`src/logic/ctsr_pkg.sv`:
```
// constants shared by the calibration trigger and status register block
package ctsr_pkg;
    // ****************************************************************
    // register offsets
    // ****************************************************************
    localparam logic [7:0] CTSR_ADDR_AVERAGING   = 8'h68;
    localparam logic [7:0] CTSR_ADDR_STATUS      = 8'h6a;
    localparam logic [7:0] CTSR_ADDR_PIN_CONFIG  = 8'h6b;
    localparam logic [7:0] CTSR_ADDR_SOFT_TRIG   = 8'h6c;
    localparam logic [7:0] CTSR_ADDR_IRQ_STATUS  = 8'h70;
    localparam logic [7:0] CTSR_ADDR_IRQ_MASK    = 8'h71;
    // ****************************************************************
    // values after reset
    // ****************************************************************
    localparam logic [7:0] CTSR_RST_AVERAGING    = 8'h61;
    localparam logic [7:0] CTSR_RST_PIN_CONFIG   = 8'h00;
    localparam logic [7:0] CTSR_RST_SOFT_TRIG    = 8'h01;
    localparam logic [2:0] CTSR_RST_IRQ_MASK     = 3'h0;
    // ****************************************************************
    // field positions
    // ****************************************************************
    localparam int CTSR_OFS_AVG_LSB   = 4;      // offset averaging depth [6:4]
    localparam int CTSR_OFS_AVG_MSB   = 6;
    localparam int CTSR_LIN_AVG_LSB   = 0;      // linearity averaging depth [2:0]
    localparam int CTSR_LIN_AVG_MSB   = 2;
    localparam int CTSR_STAT_CODE_LSB = 2;      // status code [4:2]
    localparam int CTSR_STOPPED_BIT   = 1;
    localparam int CTSR_FOREGROUND_FINISHED_FLAG_BIT   = 0;
    localparam int CTSR_SEL_LSB       = 1;      // status pin selector [2:1]
    localparam int CTSR_SEL_MSB       = 2;
    localparam int CTSR_TRIG_SRC_BIT  = 0;
    localparam int CTSR_SOFT_TRIG_BIT = 0;
    localparam int CTSR_IRQ_FG_BIT    = 0;      // interrupt event positions
    localparam int CTSR_IRQ_STOP_BIT  = 1;
    localparam int CTSR_IRQ_ALARM_BIT = 2;
    localparam int CTSR_SYNC_STAGES   = 2;
    // ****************************************************************
    // status pin sources
    // ****************************************************************
    typedef enum logic [1:0] {
        CTSR_PIN_FOREGROUND_FINISHED_FLAG = 2'h0,
        CTSR_PIN_STOPPED = 2'h1,
        CTSR_PIN_ALARM   = 2'h2,
        CTSR_PIN_LOW     = 2'h3
    } ctsr_pin_sel_t;
endpackage : ctsr_pkg

```
`src/logic/ctsr_regs.sv`:
```
// calibration averaging, status, trigger source and status pin registers
// What this block does
// - a three-bit offset averaging depth resets to six; larger means more averaging.
// - a three-bit linearity averaging depth resets to one; larger means more averaging.
// - the status register is read-only and carries a code, a stopped flag and a done flag.
// - the stopped flag sets when background calibration halts and clears when it resumes.
// - with background calibration off, stopped sets once foreground finishes or is skipped.
// - the foreground done flag sets when foreground calibration finishes or is skipped.
// - a two-bit selector drives the status pin: done, stopped, alarm or held low.
// - with trigger source at zero the software bit is the trigger and the pin is ignored.
// - with trigger source at one the pin is the trigger and the software bit is ignored.
// - a writable software trigger bit resets to one and stands in for the pin.
// - in trigger-driven low power, a low trigger wakes and a high trigger sleeps.
//
// Strobed register access was chosen for this implementation.
`timescale 1ns/1ns
module ctsr_regs
    import ctsr_pkg::*;
(
    input  wire logic       sys_clk,
    input  wire logic       rst,
    input  wire logic       clk_en,
    input  wire logic [7:0] reg_addr,
    input  wire logic [7:0] reg_wdata,
    input  wire logic       reg_wr,
    input  wire logic       reg_rd,
    output logic      [7:0] reg_rdata,
    input  wire logic [2:0] eng_status_code,
    input  wire logic       eng_fg_finished,
    input  wire logic       eng_fg_skipped,
    input  wire logic       eng_bg_enabled,
    input  wire logic       eng_bg_halted,
    input  wire logic       eng_bg_resumed,
    input  wire logic       eng_restart,
    input  wire logic       alarm_in,
    input  wire logic       lp_trigger_mode,
    input  wire logic       trigger_input_pin,
    output logic            status_output_pin,
    output logic            calibration_trigger,
    output logic            converter_sleep,
    output logic      [2:0] offset_averaging_depth,
    output logic      [2:0] linearity_averaging_depth,
    output logic            irq
);
    logic [7:0] averaging_reg;
    logic [7:0] pin_config_reg;
    logic [7:0] soft_trig_reg;
    logic [2:0] status_code_reg;
    logic       foreground_finished_flag_reg;
    logic       stopped_reg;
    logic       alarm_prev_reg;
    logic [2:0] irq_status_reg;
    logic [2:0] irq_mask_reg;
    logic       trig_pin_sync;
    logic       fg_event;
    logic       stop_event;
    logic [2:0] irq_events;
    logic       trigger_next;
    logic       status_pin_next;
    ctsr_pin_sel_t pin_sel;

    // ****************************************************************
    // pin synchroniser
    // ****************************************************************
    ctsr_sync #(
        .WIDTH    (1)
    ) u_trig_sync (
        .sys_clk  (sys_clk),
        .rst      (rst),
        .clk_en   (clk_en),
        .async_in (trigger_input_pin),
        .sync_out (trig_pin_sync)
    );

    // address match helper, shared by write and read decode
    function automatic logic hit(input logic [7:0] addr, input logic [7:0] target);
        hit = (addr == target);
    endfunction : hit

    // ****************************************************************
    // writable configuration registers
    // ****************************************************************
    // whole bytes are stored, except the three-bit irq mask, so reserved bits read back what was written
    always_ff @(posedge sys_clk or posedge rst)
    begin
        if (rst)
        begin
            averaging_reg  <= CTSR_RST_AVERAGING;
            pin_config_reg <= CTSR_RST_PIN_CONFIG;
            soft_trig_reg  <= CTSR_RST_SOFT_TRIG;
            irq_mask_reg   <= CTSR_RST_IRQ_MASK;
        end
        else if (clk_en && reg_wr)
        begin
            if (hit(reg_addr, CTSR_ADDR_AVERAGING))
                averaging_reg <= reg_wdata;
            if (hit(reg_addr, CTSR_ADDR_PIN_CONFIG))
                pin_config_reg <= reg_wdata;
            if (hit(reg_addr, CTSR_ADDR_SOFT_TRIG))
                soft_trig_reg <= reg_wdata;
            if (hit(reg_addr, CTSR_ADDR_IRQ_MASK))
                irq_mask_reg <= reg_wdata[2:0];
        end
    end

    assign offset_averaging_depth    = averaging_reg[CTSR_OFS_AVG_MSB:CTSR_OFS_AVG_LSB];
    assign linearity_averaging_depth = averaging_reg[CTSR_LIN_AVG_MSB:CTSR_LIN_AVG_LSB];

    // ****************************************************************
    // calibration status flags
    // ****************************************************************
    // flags are set by the engine only; bus writes never reach them
    assign fg_event   = eng_fg_finished || eng_fg_skipped;
    assign stop_event = eng_bg_halted || (!eng_bg_enabled && fg_event);

    // foreground done: restart clears, completion wins over a restart
    always_ff @(posedge sys_clk or posedge rst)
    begin
        if (rst)
            foreground_finished_flag_reg <= 1'b0;
        else if (clk_en)
        begin
            if (fg_event)
                foreground_finished_flag_reg <= 1'b1;
            else if (eng_restart)
                foreground_finished_flag_reg <= 1'b0;
        end
    end

    // stopped: halt or foreground end without background sets it, resume clears
    always_ff @(posedge sys_clk or posedge rst)
    begin
        if (rst)
            stopped_reg <= 1'b0;
        else if (clk_en)
        begin
            if (stop_event)
                stopped_reg <= 1'b1;
            else if (eng_bg_resumed || eng_restart)
                stopped_reg <= 1'b0;
        end
    end

    // status code is sampled from the engine every cycle
    always_ff @(posedge sys_clk or posedge rst)
    begin
        if (rst)
            status_code_reg <= 3'h0;
        else if (clk_en)
            status_code_reg <= eng_status_code;
    end

    // ****************************************************************
    // trigger source and status pin multiplexers
    // ****************************************************************
    assign pin_sel      = ctsr_pin_sel_t'(pin_config_reg[CTSR_SEL_MSB:CTSR_SEL_LSB]);
    assign trigger_next = pin_config_reg[CTSR_TRIG_SRC_BIT] ? trig_pin_sync
                                                            : soft_trig_reg[CTSR_SOFT_TRIG_BIT];

    always_comb
    begin
        case (pin_sel)
            CTSR_PIN_FOREGROUND_FINISHED_FLAG: status_pin_next = foreground_finished_flag_reg;
            CTSR_PIN_STOPPED: status_pin_next = stopped_reg;
            CTSR_PIN_ALARM:   status_pin_next = alarm_in;
            CTSR_PIN_LOW:     status_pin_next = 1'b0;
            default:          status_pin_next = 1'b0;
        endcase
    end

    // outputs registered once so a select change shows on the next edge
    always_ff @(posedge sys_clk or posedge rst)
    begin
        if (rst)
        begin
            calibration_trigger <= 1'b1;   // software bit resets high
            status_output_pin   <= 1'b0;
        end
        else if (clk_en)
        begin
            calibration_trigger <= trigger_next;
            status_output_pin   <= status_pin_next;
        end
    end

    // low power: the offline converter sleeps while the trigger is high
    always_ff @(posedge sys_clk or posedge rst)
    begin
        if (rst)
            converter_sleep <= 1'b0;
        else if (clk_en)
            converter_sleep <= lp_trigger_mode && trigger_next;
    end

    // ****************************************************************
    // interrupt status and output
    // ****************************************************************
    assign irq_events = {alarm_in && !alarm_prev_reg,
                         stop_event && !stopped_reg,
                         fg_event && !foreground_finished_flag_reg};

    // sticky bits, write one to clear, a new event wins over the clear
    always_ff @(posedge sys_clk or posedge rst)
    begin
        if (rst)
        begin
            alarm_prev_reg <= 1'b0;
            irq_status_reg <= 3'h0;
        end
        else if (clk_en)
        begin
            alarm_prev_reg <= alarm_in;
            if (reg_wr && hit(reg_addr, CTSR_ADDR_IRQ_STATUS))
                irq_status_reg <= (irq_status_reg & ~reg_wdata[2:0]) | irq_events;
            else
                irq_status_reg <= irq_status_reg | irq_events;
        end
    end

    always_ff @(posedge sys_clk or posedge rst)
    begin
        if (rst)
            irq <= 1'b0;
        else if (clk_en)
            irq <= |(irq_status_reg & irq_mask_reg);
    end

    // ****************************************************************
    // register read port
    // ****************************************************************
    // data stand only in the cycle after the strobe, zero otherwise
    always_ff @(posedge sys_clk or posedge rst)
    begin
        if (rst)
            reg_rdata <= 8'h00;
        else if (clk_en)
        begin
            if (!reg_rd)
                reg_rdata <= 8'h00;
            else if (hit(reg_addr, CTSR_ADDR_AVERAGING))
                reg_rdata <= averaging_reg;
            else if (hit(reg_addr, CTSR_ADDR_STATUS))
                reg_rdata <= {3'h0, status_code_reg, stopped_reg, foreground_finished_flag_reg};
            else if (hit(reg_addr, CTSR_ADDR_PIN_CONFIG))
                reg_rdata <= pin_config_reg;
            else if (hit(reg_addr, CTSR_ADDR_SOFT_TRIG))
                reg_rdata <= soft_trig_reg;
            else if (hit(reg_addr, CTSR_ADDR_IRQ_STATUS))
                reg_rdata <= {5'h00, irq_status_reg};
            else if (hit(reg_addr, CTSR_ADDR_IRQ_MASK))
                reg_rdata <= {5'h00, irq_mask_reg};
            else
                reg_rdata <= 8'h00;
        end
    end

    // ****************************************************************
    // assertions
    // ****************************************************************
    property p_offset_write;
        @(posedge sys_clk) disable iff (rst)
        clk_en && reg_wr && reg_addr == CTSR_ADDR_AVERAGING
            |=> offset_averaging_depth == $past(reg_wdata[6:4]);
    endproperty
    a_offset_write: assert property (p_offset_write)
        else $error("offset averaging depth not written");

    property p_linearity_write;
        @(posedge sys_clk) disable iff (rst)
        clk_en && reg_wr && reg_addr == CTSR_ADDR_AVERAGING
            |=> linearity_averaging_depth == $past(reg_wdata[2:0]);
    endproperty
    a_linearity_write: assert property (p_linearity_write)
        else $error("linearity averaging depth not written");

    property p_status_read_only;
        @(posedge sys_clk) disable iff (rst)
        clk_en && reg_wr && reg_addr == CTSR_ADDR_STATUS && !fg_event && !eng_restart
            |=> foreground_finished_flag_reg == $past(foreground_finished_flag_reg);
    endproperty
    a_status_read_only: assert property (p_status_read_only)
        else $error("status register changed by a write");

    property p_stop_resume;
        @(posedge sys_clk) disable iff (rst)
        clk_en && eng_bg_resumed && !stop_event |=> !stopped_reg;
    endproperty
    a_stop_resume: assert property (p_stop_resume)
        else $error("stopped flag did not clear on resume");

    property p_stop_no_bg;
        @(posedge sys_clk) disable iff (rst)
        clk_en && !eng_bg_enabled && eng_fg_skipped |=> stopped_reg ##1 1'b1;
    endproperty
    a_stop_no_bg: assert property (p_stop_no_bg)
        else $error("stopped flag not set after foreground without background");

    property p_foreground_finished_flag;
        @(posedge sys_clk) disable iff (rst)
        clk_en && fg_event |=> foreground_finished_flag_reg && stopped_reg == ($past(stop_event) || $past(stopped_reg)
            && !$past(eng_bg_resumed) && !$past(eng_restart));
    endproperty
    a_foreground_finished_flag: assert property (p_foreground_finished_flag)
        else $error("done flag not set after foreground end");

    property p_pin_low;
        @(posedge sys_clk) disable iff (rst)
        clk_en && pin_sel == CTSR_PIN_LOW |=> !status_output_pin;
    endproperty
    a_pin_low: assert property (p_pin_low)
        else $error("status pin not held low");

    property p_soft_source;
        @(posedge sys_clk) disable iff (rst)
        clk_en && !pin_config_reg[0] |=> calibration_trigger == $past(soft_trig_reg[0]);
    endproperty
    a_soft_source: assert property (p_soft_source)
        else $error("software trigger not routed");

    property p_pin_source;
        @(posedge sys_clk) disable iff (rst)
        clk_en && pin_config_reg[0] |=> calibration_trigger == $past(trig_pin_sync);
    endproperty
    a_pin_source: assert property (p_pin_source)
        else $error("trigger pin not routed");

    property p_sleep;
        @(posedge sys_clk) disable iff (rst)
        clk_en |=> converter_sleep == ($past(lp_trigger_mode) && calibration_trigger);
    endproperty
    a_sleep: assert property (p_sleep)
        else $error("sleep does not follow the trigger");

    c_pin_trigger:  cover property (@(posedge sys_clk) disable iff (rst)
        pin_config_reg[0] && $rose(calibration_trigger));
    c_irq_raised:   cover property (@(posedge sys_clk) disable iff (rst) $rose(irq));
    c_stop_resume:  cover property (@(posedge sys_clk) disable iff (rst)
        stopped_reg ##[1:20] !stopped_reg);
endmodule : ctsr_regs

```
`src/logic/ctsr_sync.sv`:
```
// two-stage synchroniser for levels arriving from outside the clock domain
`timescale 1ns/1ns
module ctsr_sync
    import ctsr_pkg::*;
#(
    parameter int WIDTH = 1
)(
    input  wire logic             sys_clk,
    input  wire logic             rst,
    input  wire logic             clk_en,
    input  wire logic [WIDTH-1:0] async_in,
    output logic      [WIDTH-1:0] sync_out
);
    logic [WIDTH-1:0] meta_reg;

    // ****************************************************************
    // first stage is read only by the second
    // ****************************************************************
    always_ff @(posedge sys_clk or posedge rst)
    begin
        if (rst)
        begin
            meta_reg <= '0;
            sync_out <= '0;
        end
        else if (clk_en)
        begin
            meta_reg <= async_in;
            sync_out <= meta_reg;
        end
    end
endmodule : ctsr_sync

```
`config.mk`:
```
export PLATFORM = sky130hd
export DESIGN_NAME = ctsr_regs
export DESIGN_NICKNAME = d
export VERILOG_FILES = /design/src/logic/ctsr_pkg.sv /design/src/logic/ctsr_regs.sv /design/src/logic/ctsr_sync.sv
export SDC_FILE = /design/constraint.sdc
export NUM_CORES = 1
export LEC_CHECK = 0
export BUFFER_PORTS_ARGS = -buffer_cell sky130_fd_sc_hd__clkbuf_2
export CAP_MARGIN = 10
export CORE_UTILIZATION = 54
export CTS_BUF_LIST = sky130_fd_sc_hd__clkbuf_16
export DETAILED_ROUTE_END_ITERATION = 6
export PLACE_DENSITY = 0.79
export SETUP_SLACK_MARGIN = 0.05
export SLEW_MARGIN = 5
export SYNTH_ARGS = -nofsm -noshare
export SYNTH_HDL_FRONTEND = slang
export SYNTH_SLANG_ARGS = --single-unit
```
`constraint.sdc`:
```
create_clock -name sys_clk -period 2.3 [get_ports sys_clk]
set_clock_uncertainty 0.1 [all_clocks]
set_input_delay 0.46 -clock sys_clk [delete_from_list [all_inputs] [get_ports sys_clk]]
set_output_delay 0.46 -clock sys_clk [all_outputs]
set_load 0.1 [all_outputs]
```
==> impl_metrics.env <==
export IMPL_cts_clk_slew_worst_paths_ns=0.06
export IMPL_report_final_hold_viol_count=0
export IMPL_intPower_mw=1.392
export IMPL_outcome="completed"
export IMPL_overflow=0
export IMPL_yosys_warnings=0
export IMPL_tns_ns=0
export IMPL_grt_max_degree=51
export IMPL_post_route_drc_count=0
export IMPL_p_seq_share_pct=50.2
export IMPL_synth_avg_cell_area_um2=11.43
export IMPL_power_mw=1.868
export IMPL_via_per_inst=5.710
export IMPL_die_area_mm2=0.004870
export IMPL_fin_area_mm2=0.002937
export IMPL_cts_resized=0
export IMPL_cts_root_buf="clkbuf_16"
export IMPL_core_region_area_mm2=0.004384
export IMPL_cts_hold_buffers_added=0
export IMPL_row_count=24
export IMPL_io_pins=51
export IMPL_grt_use_total_pct=23.33
export IMPL_p_clk_share_pct=36.6
export IMPL_power_density_mw_per_mm2=636.2
export IMPL_worstPathCellList="clkbuf_2 > and3b_2 > nand3b_4 > a2111oi_0 > a31oi_1 > o311ai_1"
export IMPL_cts_tree="done"
export IMPL_dieHeight_um=69.79
export IMPL_ys_seq_area_share_pct=50.68
export IMPL_peakVddDrop_uv=493.6
export IMPL_power_leakage_nw=1.432
export IMPL_worst_ep_required_time_ns=2.37
export IMPL_maxSlewViolCount=0
export IMPL_vias=1850
export IMPL_switching_share_pct=25.51
export IMPL_synthToLayoutAreaGrowth_pct=18.36
export IMPL_cap_viol_max_count=0
export IMPL_gp_congestion=0.8073
export IMPL_fin_util_pct=66.98
export IMPL_placed_area_mm2=0.002800
export IMPL_wl_um=5317
export IMPL_insertedDiodeCount=0
export IMPL_fill_cells=332
export IMPL_final_setup_viol_count=0
export IMPL_max_slew_margin_rel_pct=59.02
export IMPL_cp_arrival_ns=1.95
export IMPL_ctsHtreeMaxLevel=2
export IMPL_clk_latency_ns=0.28
export IMPL_crit_family="compound AO/OA/AOI/OAI gates"
export IMPL_routedWlPerCell_um=16.41
export IMPL_synthCells=217
export IMPL_critPathKind="in -> reg"
export IMPL_cts_setup_buffers=0
export IMPL_hold_path_class="in -> async"
export IMPL_nNetsFinal=304
export IMPL_die_x_um=69.79
export IMPL_period_minus_slack_ns=1.878
export IMPL_synth_fp_nets=250
export IMPL_ys_seq_elements=50
export IMPL_dr_pass1_iters=4
export IMPL_crit_path_end_kind="flip-flop"
export IMPL_synthesis_area_mm2=0.002481
export IMPL_hpwl_um=3810
export IMPL_p_comb_share_pct=13.2
export IMPL_cts_made_buffers=5
export IMPL_ys_types=40
export IMPL_grt_pass1_vias=1834
export IMPL_cp_slowest_cell="a2111oi_0"
export IMPL_portBuffers=50
export IMPL_worst_hold_slack_ns=0.2215
export IMPL_antenna_found_initial=0
export IMPL_antenna_left=0
export IMPL_start_util_pct=56.59
export IMPL_grt_pass1_wl_um=8873
export IMPL_worst_slew_pin_slew_ns=0.6147
export IMPL_cts_sinks=50
export IMPL_drtIter0Drc=93
export IMPL_rsz0062_at_grt="no"
export IMPL_p_switching_mw=0.4765
export IMPL_cp_slowest_stage_delay_ns=0.55
export IMPL_fmax_mhz=532.6
export IMPL_clock_path_buffers=2
export IMPL_drive_above_1_share_pct=42.65
export IMPL_path_max_fanout=14
export IMPL_fin_crit_sh_pct=81.64
export IMPL_start_kind="input pin"
export IMPL_path_buf_inv=1
cells by family (layout without fill, tap and decap cells):
logic type / after synthesis / count (layout) / synth area share [%]
AO/OA/AOI/OAI: 42 / 42 / 11.70
buffers and inverters: 26 / 81 / 5.648
flip-flops: 50 / 50 / 50.68
multiplexers: 40 / 40 / 17.95
AND/OR/NAND/NOR: 59 / 59 / 14.02
worst reg2reg max path, delay by kind of cell (launching register included):
| family | cells | cell delay [ns] |
|---|---|---|
| flip-flops | 1 | 0.45 |
| AO/OA/AOI/OAI | 3 | 0.44 |
| AND/OR/NAND/NOR | 2 | 0.36 |
synthesized netlist by cell type:
| cell | number | area [um^2] |
|---|---|---|
| nand2b_1 | 5 | 31.28 |
| a222oi_1 | 1 | 10.01 |
| mux2i_1 | 4 | 40.04 |
| nor4b_1 | 1 | 8.760 |
| a31oi_1 | 2 | 12.51 |
| or2_2 | 1 | 6.260 |
| nor3_4 | 3 | 48.80 |
| nand3_1 | 5 | 25.02 |
| o22ai_1 | 7 | 43.79 |
| a21oi_1 | 7 | 35.03 |
| or2b_1 | 1 | 7.510 |
| nor2_1 | 12 | 45.04 |
| o22a_1 | 2 | 17.52 |
| mux2_2 | 36 | 405.4 |
| and3b_1 | 1 | 8.760 |
| inv_1 | 11 | 41.29 |
| nor3_1 | 4 | 20.02 |
| o221ai_1 | 1 | 8.760 |
| a22oi_1 | 6 | 45.04 |
| and3b_2 | 1 | 10.01 |
| o2bb2ai_1 | 3 | 26.28 |
| dfrtp_1 | 45 | 1126 |
| or3_1 | 1 | 6.260 |
| nand3b_4 | 1 | 20.02 |
| nand2_1 | 17 | 63.81 |
| o32a_1 | 1 | 10.01 |
| nor2b_1 | 2 | 12.51 |
| buf_2 | 4 | 20.02 |
| buf_4 | 6 | 45.04 |
| a2111oi_0 | 2 | 17.52 |
| o21a_1 | 1 | 7.510 |
| clkbuf_1 | 3 | 11.26 |
| or3_4 | 1 | 11.26 |
| or4_1 | 1 | 7.510 |
| o21ai_0 | 6 | 30.03 |
| dfstp_2 | 5 | 131.4 |
| buf_6 | 2 | 22.52 |
| o2111ai_1 | 2 | 17.52 |
| nand3b_1 | 2 | 15.01 |
| o311ai_1 | 1 | 8.760 |
path summary, 6_finish.rpt:
check	cells after the start	slack (ns)	from	endpoint
max	6	0.42	reg_addr[7]	reg_rdata[2]
min	3	0.22	rst	pin_config_reg[4]
max reg2reg	5	0.84	pin_config_reg[1]	reg_rdata[1]
min reg2reg	1	0.36	alarm_prev_reg	irq_status_reg[2]
max in group asynchronous	3	1.47	rst	irq_mask_reg[2]
min in group sys_clk	3	0.30	eng_status_code[0]	status_code_reg[0]
per-stage QoR:
| step | worst slack [ns] | cells |
|---|---|---|
| after floorplan | 0.4412 | 217 |
| after global placement | 0.2204 | 316 |
| after detailed placement | 0.1861 | 316 |
| after CTS | 0.4434 | 324 |
| after global routing | 0.3119 | 324 |
| final | 0.4224 | 324 |
final cells by class:
class / count / area, um^2 / area share [%]
flip-flops and latches: 50 / 1257 / 42.82
multi-input cells: 141 / 1084 / 36.90
repair buffers: 62 / 352.8 / 12.02
clock buffers: 5 / 125.1 / 4.261
well taps: 52 / 65.06 / 2.216
inverters: 11 / 41.29 / 1.406
clock inverters: 3 / 11.26 / 0.3835
power groups by stage:
stage	registers [mW]	clock network, mW	logic, mW
floorplan	0.987	0	0.135
global placement	0.953	0	0.242
detailed placement	0.954	0	0.246
CTS	0.937	0.706	0.248
global route	0.942	0.731	0.266
finish	0.938	0.684	0.246
per-layer routing:
metal	GRT usage, %	part of all wire [%]	up-vias
li1	-	-	888
met1	32.98	46	900
met2	36.65	49	56
met3	4.360	4.7	6
met4	7.111	0.90	0
met5	0	0	-
placed cells by master, fill, tap and decap left out, types with 3 or more instances in the layout:
cell,instances
inv_1,10
nor2_1,12
dfrtp_1,45
clkbuf_2,50
a22oi_1,6
clkinv_1,3
nand3_1,5
dfstp_2,5
buf_4,11
nor3_4,3
o22ai_1,7
o2bb2ai_1,3
nor3_1,4
nand2b_1,5
o21ai_0,6
mux2_2,36
clkbuf_16,5
mux2i_1,4
nand2_1,17
a21oi_1,7
Note: power is estimated with default switching activity, not from simulation.
